==> config.mk <==
export PLATFORM = sky130hd
export DESIGN_NAME = msc_ctrl
export DESIGN_NICKNAME = d
export VERILOG_FILES = /design/src/hw/msc_pkg.sv /design/src/hw/msc_stream_if.sv /design/src/hw/msc_sync.sv /design/src/hw/msc_fifo.sv /design/src/hw/msc_ctrl.sv
export SDC_FILE = /design/constraint.sdc
export NUM_CORES = 1
export LEC_CHECK = 0
export BUFFER_PORTS_ARGS = -buffer_cell sky130_fd_sc_hd__buf_2
export CAP_MARGIN = 20
export CORE_ASPECT_RATIO = 0.5
export CORE_MARGIN = 2
export CORE_UTILIZATION = 40
export CTS_CLUSTER_DIAMETER = 80
export DETAILED_ROUTE_END_ITERATION = 10
export GPL_ROUTABILITY_DRIVEN = 0
export GPL_TIMING_DRIVEN = 0
export RECOVER_POWER = 25
export REMOVE_ABC_BUFFERS = 1
export SLEW_MARGIN = 25
export SYNTH_ARGS = -nofsm -noshare
export SYNTH_HDL_FRONTEND = slang
export SYNTH_SLANG_ARGS = --single-unit
export TNS_END_PERCENT = 5
==> constraint.sdc <==
create_clock -name clk -period 6.6 [get_ports clk]
set_input_delay 1.32 -clock clk [delete_from_list [all_inputs] [get_ports clk]]
set_output_delay 1.32 -clock clk [all_outputs]
set_load 0.01 [all_outputs]
==> src/hw/msc_pkg.sv <==
// shared constants and types of the serial controller
package msc_pkg;
    localparam int          DATA_W           = 8;
    localparam int          FIFO_DEPTH       = 16;
    localparam int          SYNC_W           = 4;
    localparam int          CNT_W            = 4;
    localparam int          SLAVE_SCK_RATIO  = 8;
    // synchroniser bit positions
    localparam int          SYN_SCK          = 0;
    localparam int          SYN_SS           = 1;
    localparam int          SYN_MOSI         = 2;
    localparam int          SYN_MISO         = 3;
    localparam logic [3:0]  SYNC_RST         = 4'h2;
    localparam logic [16:0] DIV_ZERO_RELOAD  = 17'h10000;
    localparam logic [16:0] DIV_ONE          = 17'h00001;
    localparam logic [2:0]  CHAR_CODE_FULL   = 3'h0;
    localparam logic [3:0]  CHAR_LEN_FULL    = 4'h8;
    localparam logic        SELECT_STAT_RST  = 1'b1;
    localparam logic [7:0]  SHIFT_RST        = 8'h00;

    typedef enum logic [1:0] {
        MSC_IDLE,
        MSC_WAIT,
        MSC_RUN
    } msc_mst_state_t;
endpackage

==> src/hw/msc_stream_if.sv <==
// valid/ready word stream between the controller and its receive fifo
`timescale 1ns/1ps
interface msc_stream_if #(parameter int W = 8);
    logic         valid;
    logic         ready;
    logic [W-1:0] data;
    modport src (output valid, output data, input ready);
    modport snk (input valid, input data, output ready);
endinterface // msc_stream_if

==> src/hw/msc_sync.sv <==
// three-stage input synchroniser with agreement filter
`timescale 1ns/1ps
module msc_sync #(
    parameter int           W       = 4,
    parameter logic [W-1:0] RST_VAL = '0
) (
    input  wire logic         clk,
    input  wire logic         rst_n,
    input  wire logic [W-1:0] d_i,
    output logic      [W-1:0] q_o
);
    logic [W-1:0] s1_q;
    logic [W-1:0] s2_q;
    logic [W-1:0] s3_q;

    for (genvar i = 0; i < W; i++) begin : g_bit
        always_ff @(posedge clk or negedge rst_n) begin
            if (!rst_n) begin
                s1_q[i] <= RST_VAL[i];
                s2_q[i] <= RST_VAL[i];
                s3_q[i] <= RST_VAL[i];
                q_o[i]  <= RST_VAL[i];
            end else begin
                s1_q[i] <= d_i[i];
                s2_q[i] <= s1_q[i];
                s3_q[i] <= s2_q[i];
                // a change counts only once stages two and three agree
                if (s2_q[i] == s3_q[i]) begin
                    q_o[i] <= s3_q[i];
                end
            end
        end
    end
endmodule // msc_sync

==> src/hw/msc_fifo.sv <==
// parameterised receive fifo with registered status
`timescale 1ns/1ps
module msc_fifo #(
    parameter int W     = 8,
    parameter int DEPTH = 16
) (
    input  wire logic clk,
    input  wire logic rst_n,
    msc_stream_if.snk in_if,
    msc_stream_if.src out_if
);
    localparam int AW = $clog2(DEPTH);

    logic [W-1:0]  mem_q [DEPTH];
    logic [AW-1:0] wr_q, wr_d, rd_q, rd_d;
    logic [AW:0]   cnt_q, cnt_d;
    logic          push, pop;

    assign in_if.ready  = (cnt_q != DEPTH[AW:0]);
    assign out_if.valid = (cnt_q != '0);
    assign out_if.data  = mem_q[rd_q];

    always_comb begin
        push  = in_if.valid && in_if.ready;
        pop   = out_if.valid && out_if.ready;
        wr_d  = push ? AW'(wr_q + 1'b1) : wr_q;
        rd_d  = pop ? AW'(rd_q + 1'b1) : rd_q;
        cnt_d = cnt_q;
        if (push && !pop) begin
            cnt_d = (AW+1)'(cnt_q + 1'b1);
        end else if (pop && !push) begin
            cnt_d = (AW+1)'(cnt_q - 1'b1);
        end
    end

    always_ff @(posedge clk or negedge rst_n) begin
        if (!rst_n) begin
            wr_q  <= '0;
            rd_q  <= '0;
            cnt_q <= '0;
        end else begin
            wr_q  <= wr_d;
            rd_q  <= rd_d;
            cnt_q <= cnt_d;
        end
    end

    always_ff @(posedge clk) begin
        if (push) begin
            mem_q[wr_q] <= in_if.data;
        end
    end
endmodule // msc_fifo

==> src/hw/msc_ctrl.sv <==
// master/slave serial controller with rate divider, timer and receive fifo
`timescale 1ns/1ps
module msc_ctrl
    import msc_pkg::*;
(
    input  wire logic        clk,
    input  wire logic        rst_n,
    input  wire logic        unit_enable_bit,
    input  wire logic        master_select_bit,
    input  wire logic        select_pin_direction,
    input  wire logic        select_pin_value,
    input  wire logic        interrupt_enable_bit,
    input  wire logic        clock_phase_bit,
    input  wire logic        clock_polarity_bit,
    input  wire logic        open_drain_bit,
    input  wire logic [2:0]  char_length_field,
    input  wire logic        force_interrupt_bit,
    input  wire logic        timer_interrupt_enable,
    input  wire logic [7:0]  divider_high_byte,
    input  wire logic [7:0]  divider_low_byte,
    input  wire logic        data_wr,
    input  wire logic [7:0]  data_wdata,
    input  wire logic        clr_irq,
    input  wire logic        clr_overrun,
    input  wire logic        clr_collision,
    input  wire logic        clr_abort,
    output logic             rx_valid,
    input  wire logic        rx_ready,
    output logic      [7:0]  rx_data,
    output logic      [7:0]  shift_data,
    output logic             irq_flag,
    output logic             overrun_flag,
    output logic             collision_flag,
    output logic             abort_flag,
    output logic             transfer_busy,
    output logic             select_status,
    output logic             spi_irq,
    input  wire logic        sck_i,
    output logic             sck_o,
    output logic             sck_oe_n,
    input  wire logic        mosi_i,
    output logic             mosi_o,
    output logic             mosi_oe_n,
    input  wire logic        miso_i,
    output logic             miso_o,
    output logic             miso_oe_n,
    input  wire logic        ss_n_i,
    output logic             ss_n_o,
    output logic             ss_n_oe_n
);
    // ------------------------------------------------------------
    // input synchronisers and receive fifo
    // ------------------------------------------------------------
    logic [SYNC_W-1:0] syn;
    logic              sck_s, ss_n_s, mosi_s, miso_s;

    msc_sync #(.W(SYNC_W), .RST_VAL(SYNC_RST)) u_sync (
        .clk   (clk),
        .rst_n (rst_n),
        .d_i   ({miso_i, mosi_i, ss_n_i, sck_i}),
        .q_o   (syn)
    );
    assign sck_s  = syn[SYN_SCK];
    assign ss_n_s = syn[SYN_SS];
    assign mosi_s = syn[SYN_MOSI];
    assign miso_s = syn[SYN_MISO];

    msc_stream_if #(.W(DATA_W)) push_if ();
    msc_stream_if #(.W(DATA_W)) pop_if ();

    msc_fifo #(.W(DATA_W), .DEPTH(FIFO_DEPTH)) u_fifo (
        .clk    (clk),
        .rst_n  (rst_n),
        .in_if  (push_if.snk),
        .out_if (pop_if.src)
    );
    assign rx_valid     = pop_if.valid;
    assign rx_data      = pop_if.data;
    assign pop_if.ready = rx_ready;

    // ------------------------------------------------------------
    // state
    // ------------------------------------------------------------
    msc_mst_state_t st_q, st_d;
    logic [16:0]    div_q, div_d;
    logic [7:0]     shf_q, shf_d;
    logic [CNT_W-1:0] cnt_q, cnt_d;
    logic           bit_q, bit_d, have_q, have_d, done_q, done_d;
    logic           act_q, act_d, sck_prev_q, ss_prev_q;
    logic           irq_q, irq_d, ovr_q, ovr_d, col_q, col_d, abt_q, abt_d;
    logic           push_q, push_d;
    logic [7:0]     push_dat_q, push_dat_d;
    logic           sck_o_d, sck_oe_d, mosi_o_d, mosi_oe_d, miso_o_d, miso_oe_d;
    logic           ss_o_d, ss_oe_d, busy_d, sel_d, sirq_d;

    logic [16:0]    reload;
    logic [CNT_W-1:0] nbits;
    logic           en, mst, slv, sel, tick, lead, smp_ev, shf_ev;
    logic           busy, complete, abort_ev;

    assign push_if.valid = push_q;
    assign push_if.data  = push_dat_q;

    always_comb begin
        en     = unit_enable_bit;
        mst    = en && master_select_bit;
        slv    = en && !master_select_bit;
        sel    = slv && !ss_n_s;
        reload = ({divider_high_byte, divider_low_byte} == 16'h0000)
                 ? DIV_ZERO_RELOAD : {1'b0, divider_high_byte, divider_low_byte};
        nbits  = (char_length_field == CHAR_CODE_FULL)
                 ? CHAR_LEN_FULL : {1'b0, char_length_field};
        busy   = (st_q != MSC_IDLE) || sel;

        st_d       = st_q;
        div_d      = div_q;
        shf_d      = shf_q;
        cnt_d      = cnt_q;
        bit_d      = bit_q;
        have_d     = have_q;
        done_d     = done_q;
        act_d      = act_q;
        irq_d      = irq_q;
        ovr_d      = ovr_q;
        col_d      = col_q;
        abt_d      = abt_q;
        push_d     = 1'b0;
        push_dat_d = push_dat_q;
        tick       = 1'b0;
        smp_ev     = 1'b0;
        shf_ev     = 1'b0;
        complete   = 1'b0;
        abort_ev   = 1'b0;
        lead       = 1'b0;

        // rate divider: one tick per half serial period
        if ((st_q == MSC_RUN) || (!en && timer_interrupt_enable)) begin
            if (div_q <= DIV_ONE) begin
                tick  = 1'b1;
                div_d = reload;
            end else begin
                div_d = 17'(div_q - 1'b1);
            end
        end else begin
            div_d = reload;
        end

        // edge events from divider (master) or synchronised clock (slave)
        if (st_q == MSC_RUN && tick) begin
            lead   = !act_q;
            act_d  = !act_q;
            smp_ev = (lead != clock_phase_bit);
            shf_ev = (lead == clock_phase_bit);
        end else if (sel && (sck_s != sck_prev_q)) begin
            lead   = (sck_s != clock_polarity_bit);
            smp_ev = (lead != clock_phase_bit);
            shf_ev = (lead == clock_phase_bit);
        end

        // shift engine, msb first, received bits enter at bit 0
        if (smp_ev) begin
            bit_d  = mst ? miso_s : mosi_s;
            have_d = 1'b1;
            if (cnt_q == CNT_W'(nbits - 1'b1)) begin
                shf_d    = {shf_q[6:0], bit_d};
                have_d   = 1'b0;
                cnt_d    = '0;
                complete = 1'b1;
            end else begin
                cnt_d = CNT_W'(cnt_q + 1'b1);
            end
        end else if (shf_ev && have_q) begin
            shf_d  = {shf_q[6:0], bit_q};
            have_d = 1'b0;
        end

        if (complete) begin
            irq_d      = 1'b1;
            push_dat_d = shf_d;
            push_d     = push_if.ready;
            if (!push_if.ready) begin
                ovr_d = 1'b1;
            end
        end

        // slave released mid character
        if (slv && ss_n_s && !ss_prev_q && ((cnt_q != '0) || have_q)) begin
            abort_ev = 1'b1;
            abt_d    = 1'b1;
            irq_d    = 1'b1;
            cnt_d    = '0;
            have_d   = 1'b0;
        end

        // master sequencing
        case (st_q)
            MSC_IDLE: begin
                act_d  = 1'b0;
                done_d = 1'b0;
            end
            MSC_WAIT: begin
                if (push_if.ready) begin
                    st_d = MSC_RUN;
                end
            end
            MSC_RUN: begin
                if (complete) begin
                    done_d = 1'b1;
                end
                if (tick && !lead && (done_q || complete)) begin
                    st_d = MSC_IDLE;
                end
                if (!mst) begin
                    st_d  = MSC_IDLE;
                    cnt_d = '0;
                end
            end
            default: st_d = MSC_IDLE;
        endcase

        // data register write
        if (data_wr) begin
            if (busy) begin
                ovr_d = 1'b1;
            end else begin
                shf_d = data_wdata;
                cnt_d = '0;
                have_d = 1'b0;
                if (mst) begin
                    st_d = push_if.ready ? MSC_RUN : MSC_WAIT;
                end
            end
        end

        if (mst && !select_pin_direction && !ss_n_s) begin
            col_d = 1'b1;
        end
        if (en && force_interrupt_bit) begin
            irq_d = 1'b1;
        end

        // write-one clears; a same-cycle set wins
        if (clr_irq && irq_q && !(complete || abort_ev || force_interrupt_bit)) begin
            irq_d = 1'b0;
        end
        if (clr_overrun && ovr_q && !(data_wr && busy) && !(complete && !push_if.ready)) begin
            ovr_d = 1'b0;
        end
        if (clr_collision && col_q && !(mst && !select_pin_direction && !ss_n_s)) begin
            col_d = 1'b0;
        end
        if (clr_abort && abt_q && !abort_ev) begin
            abt_d = 1'b0;
        end
        if (!en) begin
            irq_d = 1'b0;
            ovr_d = 1'b0;
            col_d = 1'b0;
            abt_d = 1'b0;
        end

        // pins: open-drain pulls low only; enable is active low
        sck_o_d   = clock_polarity_bit ^ act_d;
        sck_oe_d  = !(mst && (!open_drain_bit || !sck_o_d));
        mosi_o_d  = smp_ev ? mosi_o : shf_d[7];
        mosi_oe_d = !(mst && (!open_drain_bit || !mosi_o_d));
        miso_o_d  = shf_d[7];
        miso_oe_d = !(sel && (!open_drain_bit || !miso_o_d));
        ss_o_d    = select_pin_value;
        ss_oe_d   = !(mst && select_pin_direction && (!open_drain_bit || !ss_o_d));
        busy_d    = (st_d != MSC_IDLE) || sel;
        sel_d     = en ? ss_n_s : SELECT_STAT_RST;
        sirq_d    = (interrupt_enable_bit && irq_d)
                    || (!en && timer_interrupt_enable && tick);
    end

    always_ff @(posedge clk or negedge rst_n) begin
        if (!rst_n) begin
            st_q           <= MSC_IDLE;
            div_q          <= DIV_ZERO_RELOAD;
            shf_q          <= SHIFT_RST;
            cnt_q          <= '0;
            bit_q          <= 1'b0;
            have_q         <= 1'b0;
            done_q         <= 1'b0;
            act_q          <= 1'b0;
            sck_prev_q     <= SYNC_RST[SYN_SCK];
            ss_prev_q      <= SYNC_RST[SYN_SS];
            irq_q          <= 1'b0;
            ovr_q          <= 1'b0;
            col_q          <= 1'b0;
            abt_q          <= 1'b0;
            push_q         <= 1'b0;
            push_dat_q     <= SHIFT_RST;
            sck_o          <= 1'b0;
            sck_oe_n       <= 1'b1;
            mosi_o         <= 1'b0;
            mosi_oe_n      <= 1'b1;
            miso_o         <= 1'b0;
            miso_oe_n      <= 1'b1;
            ss_n_o         <= 1'b1;
            ss_n_oe_n      <= 1'b1;
            transfer_busy  <= 1'b0;
            select_status  <= SELECT_STAT_RST;
            spi_irq        <= 1'b0;
        end else begin
            st_q           <= st_d;
            div_q          <= div_d;
            shf_q          <= shf_d;
            cnt_q          <= cnt_d;
            bit_q          <= bit_d;
            have_q         <= have_d;
            done_q         <= done_d;
            act_q          <= act_d;
            sck_prev_q     <= sck_s;
            ss_prev_q      <= ss_n_s;
            irq_q          <= irq_d;
            ovr_q          <= ovr_d;
            col_q          <= col_d;
            abt_q          <= abt_d;
            push_q         <= push_d;
            push_dat_q     <= push_dat_d;
            sck_o          <= sck_o_d;
            sck_oe_n       <= sck_oe_d;
            mosi_o         <= mosi_o_d;
            mosi_oe_n      <= mosi_oe_d;
            miso_o         <= miso_o_d;
            miso_oe_n      <= miso_oe_d;
            ss_n_o         <= ss_o_d;
            ss_n_oe_n      <= ss_oe_d;
            transfer_busy  <= busy_d;
            select_status  <= sel_d;
            spi_irq        <= sirq_d;
        end
    end

    assign shift_data     = shf_q;
    assign irq_flag       = irq_q;
    assign overrun_flag   = ovr_q;
    assign collision_flag = col_q;
    assign abort_flag     = abt_q;
endmodule // msc_ctrl

# Word level (Yosys, flattened, before mapping)
# Memory sizes are Yosys's and may differ from the RTL's.
# Cells that the tools add are included.
[word_totals]
ram_bits = 128
out_inout_bits = 32
in_bits = 49
elab_cells = 226
regBits = 90
mem_count = 1
[memory_table]
columns = ["memory", "words", "width", "rd", "rd_ports_with_merged_regs", "wr", "line_no", "rtl"]
rows = [
  ["u_fifo.mem_q", 16, 8, 1, 0, 1, "msc_fifo.sv:14", "logic [W-1:0] mem_q [DEPTH];"],
]
[op_classes]
n_eq_ne = 17
reduce_logical = 83
n_lt_le_gt_ge = 1
muxes = 70
n_bitwise = 1
n_addsub = 7
[op_table]
columns = ["operator", "n"]
rows = [
  ["17-bit two-way mux", 3],
  ["1-bit two-way mux", 43],
  ["8-bit two-way mux", 5],
  ["1-bit logical AND", 37],
  ["4-bit two-way mux", 8],
  ["1-bit zero test", 24],
  ["17-bit by 1-bit <= comparator with 1-bit output, second input constant", 1],
  ["17-bit by 1-bit subtractor with 17-bit output, second input constant", 1],
  ["16-bit zero test", 1],
  ["2-bit two-way mux", 7],
  ["4-bit by 1-bit adder with 4-bit output, second input constant", 3],
  ["1-bit logical OR", 12],
  ["5-bit two-way mux", 2],
  ["2-bit nonzero test", 4],
  ["1-bit == test", 6],
  ["3-bit by 1-bit != test with 1-bit output, second input constant", 2],
  ["2-bit one-hot mux with 3 select lines", 1],
  ["5-bit by 1-bit adder with 5-bit output, second input constant", 1],
  ["5-bit != test, second input constant", 1],
  ["5-bit nonzero test", 1],
  ["5-bit by 1-bit subtractor with 5-bit output, second input constant", 1],
  ["4-bit == test", 1],
  ["1-bit != test", 4],
  ["4-bit nonzero test", 1],
  ["9 further kinds", 9],
]

# Logic depth before layout (Yosys ltp)
[depth]
depth_word = 17
depth_mapped = 12
depth_no_buf = 12

# Modules after synthesis
# A second synthesis with hierarchy kept.
[unflattened]
hier_cells = 669
area_unflattened_um2 = 9576.7
[modules_own_cells]
columns = ["mod", "area_each_um2", "instances", "cells_per_inst", "seq_area_each_um2"]
rows = [
  ["msc_fifo", 5824.3, 1, 318, 4169.0],
  ["msc_ctrl", 3301.9, 1, 331, 1511.4],
  ["msc_sync", 450.4, 1, 20, 405.4],
]

# Least setup slack after synthesis
# OpenSTA, ideal clock, no wires.
[synth_timing]
path_type = "reg2out"
from = "reg u_fifo.rd_q[0]"
to = "out rx_data[0]"
arrival_time_ps = 2252
stages_incl_launch_ff = 5
required_ps = 5280
path_slack_ps = 3028
n_path_buf = 2
cell_sequence = "dfrtp_1 clkbuf_1 buf_1 mux4_2 mux4_2"
[synth_between]
elab_chain_len = 1
[synth_rtl]
columns = ["element", "line_no", "rtl"]
rows = [
  ["from (decl)", "msc_fifo.sv:15", "logic [AW-1:0] wr_q, wr_d, rd_q, rd_d;"],
  ["from (signal assigned)", "msc_fifo.sv:43", "rd_q <= rd_d;"],
  ["memory read 16 x 8 bit", "n/a", ""],
  ["to (decl)", "msc_ctrl.sv:29", "output logic [7:0] rx_data,"],
]
# No other way between the ends.

# Worst setup path after layout
# Same ends and word-level chain as after synthesis.

==> flow_summary.toml <==
[setup_path]
cp-end-kind = "output port"
r2r-start = "div_q[7]$_DFF_PN0_"
crit_buf_inv = 2
cp_cell_sequence = "buf_16, mux4_2, mux4_2, buf_2"
required_ns = 5.28
cp-start-kind = "flip-flop"
worstPathArrival_ns = 2.54
crit_slowest_cell = "mux4_2"
slowest_delay_ns = 0.54
ff2ff_setup_slack_ns = 3.43
crit_top_cell = "mux4_2"
setup.worst_path.class = "reg2out"
cp-startpoint = "u_fifo.rd_q[0]$_DFFE_PN0P_"
cp_max_fo = 30
cp_top_family = "multiplexers"

[route]
wl_um = 18900
antenna_left = 0
drc_errors = 0
vias = 5103
routedWlPerCell_um = 19.1
first_pass_iters = 4
via_per_inst = 5.14
drt_iter0_markers = 329

[yosys]
yosys.area.top_type = "edfxtp_1"
yosysWarnings = 0
synthFlopType = "edfxtp_1"
synth_edf_count = 128
async_reset_ff_frac = 0.410
yosys_register_bits = 217
syn_area_mm2 = 0.00905
netlist.area_leader.share = 0.425
yosysSeqAreaShare = 0.672
synth_area_per_cell_um2 = 15.3
syn-instance-count = 591
ys_top_cells_by_area = "edfxtp_1, dfrtp_1, mux4_2, dfstp_2, xnor2_1"
ys_types = 61

[clocking]
htreeDepth = 1
numCtsBuffers = 20
cts-root-buf = "clkbuf_16"
ctsLongestPathBuffers = 3
worstSkewPairLatency_ns = 0.52
cts.sinks = 217
post_cts_buffers = 0
cts_hold_buf = 0
cts-resized-gates = 0
cts.clk_slew.worst_paths_ns = 0.06
cts_tree = "built"

[pwr]
p_per_area_mw_per_mm2 = 352
power_leakage_nw = 3.98
max-vdd-ir-drop_mv = 0.169
total_power_mw = 3.70

[status]
violations = "capacitance limit, slew limit"
status = "finished with violations"

[sta]
relSlewSlack = -0.280
rsz0062_at_grt = "false"
fin_tns_setup_ns = 0
fin_skew_ns = 0.0168
finalCriticalPeriod_ns = 3.86
fmax_ghz = 0.259
period_share = 0.584
timing.final.hold_violations = 0
worst_pin_slew_ns = 1.92
finalMaxSlewViolations = 33
setup_viol = 0

[floorplan]
rows = 38
core_mm2 = 0.0219
dieArea_mm2 = 0.0239
initial_core_util = 0.413
ios = 81
die_w_um = 217
die_h_um = 110

[final_layout]
post-route-util = 0.479
drive_gt1_frac = 0.270
final_cell_mix = "edfxtp_1, buf_2, dfrtp_1, nor2_1, nand2_1"
n_fill_cell = 1910
num-nets-final = 739
area_growth_pct = 16.0
stdcell_count = 992
final_common_cell = "edfxtp_1"

[placement]
hpwl_um = 12700
dp_cells = 953
placement.io_buffers = 80

[global_routing]
grt_pass1_wl_um = 29700
grt_use_total = 0.166
grt_max_degree = 58
grt_pass1_vias = 5156
antenna_found_initial = 3
overflow = 0

[worst_hold_path]
min_path_type = "reg2reg"
hp-start = "u_sync.s1_q[2]$_DFF_PN0_"

[flow_run]
drv_cap = 1
==> stage by stage <==
stage / hold WS [ns] / cell area (um^2) / setup WS (ns)
2_1_floorplan: 0.331 / 8920 / 2.70
3_3_place_gp: 0.341 / 9700 / 1.88
3_5_place_dp: 0.341 / 9860 / 2.49
4_1_cts: 0.357 / 10500 / 2.69
5_1_grt: 0.363 / 10500 / 2.64
6_report: 0.359 / 10500 / 2.74
==> cell families (layout without fill, tap and decap cells) <==
family / count (synthesis) / after routing / share of synthesized area
xor gates and xnor gates: 35 / 35 / 0.0355
adders and majority gates: 19 / 19 / 0.0260
AOI/OAI and AO/OA: 65 / 65 / 0.0488
and+or+nand+nor: 165 / 165 / 0.0878
muxes: 48 / 48 / 0.109
buffers and inverters: 42 / 140 / 0.0206
other: 0 / 3 / 0
DFF: 217 / 217 / 0.672
==> cell usage after synthesis (2+ instances only) <==
library cell  count
edfxtp_1        128
dfrtp_1          77
nor2_1           51
nand2_1          50
mux4_2           40
xnor2_1          27
a21oi_1          23
inv_1            15
clkbuf_1         14
ha_1             14
dfstp_2          12
nor3_1           11
nor4_1           10
o21ai_0           7
xor2_1            7
a21o_1            6
buf_1             6
and2_1            5
nand2b_1          5
nand3_1           5
a221o_1           4
a31oi_1           4
maj3_1            4
mux2_2            4
mux2i_1           4
nand4_1           4
o21ai_1           4
buf_6             3
nor2b_1           3
nor3b_1           3
or3_1             3
or4_4             3
a211oi_2          2
buf_2             2
o31ai_1           2
or2_1             2
or3b_1            2
or4_1             2
==> state kept, by name, summed over array words and instances, names as in the netlist, 2 cells and up <==
signal        cells
u_sync.s3_q       4
u_fifo.mem_q    128
shift_data        7
st_q              2
cnt_q             4
u_fifo.cnt_q      5
u_fifo.rd_q       4
div_q            17
u_sync.q_o        4
u_fifo.wr_q       4
u_sync.s2_q       4
push_dat_q        8
u_sync.s1_q       4
==> final cells by class <==
| type | instances | area (um^2) | area share |
|---|---|---|---|
| flip-flops and latches | 217 | 6090 | 0.580 |
| multi-input cells | 332 | 2800 | 0.267 |
| repair buffers | 88 | 526 | 0.0500 |
| clock buffers | 33 | 589 | 0.0561 |
| well taps | 300 | 375 | 0.0357 |
| inverters | 16 | 60.1 | 0.00572 |
| diodes | 3 | 7.51 | 0.000715 |
| clock inverters | 3 | 51.3 | 0.00489 |
==> layer usage <==
metal,share of wire,wire length (um),up-vias,global-route usage
li1,-,-,2375,-
met2,0.45,8490,118,0.260
met1,0.46,8730,2574,0.233
met5,0,0,-,0
met4,0.022,421,0,0.0450
met3,0.067,1270,36,0.0431
==> report_power, final <==
part	switching, mW	leakage, nW	internal (mW)	total (mW)
clock network	0.491	0.311	0.651	1.14
logic	0.359	1.40	0.450	0.809
registers	0.180	2.27	1.57	1.75
==> final timing paths <==
path / end / cells after the start
worst max-delay path: rx_data[0] / 4
worst min-delay path: u_sync.s2_q[2]$_DFF_PN0_ / 0
worst max register to register: mosi_oe_n$_DFF_PN1_ / 7
worst min register to register: u_sync.s2_q[2]$_DFF_PN0_ / 0
max in group asynchronous: ss_n_o$_DFF_PN1_ / 2
min in group asynchronous: irq_flag$_DFF_PN0_ / 1
No activity file was read; power rests on OpenSTA's default activity.
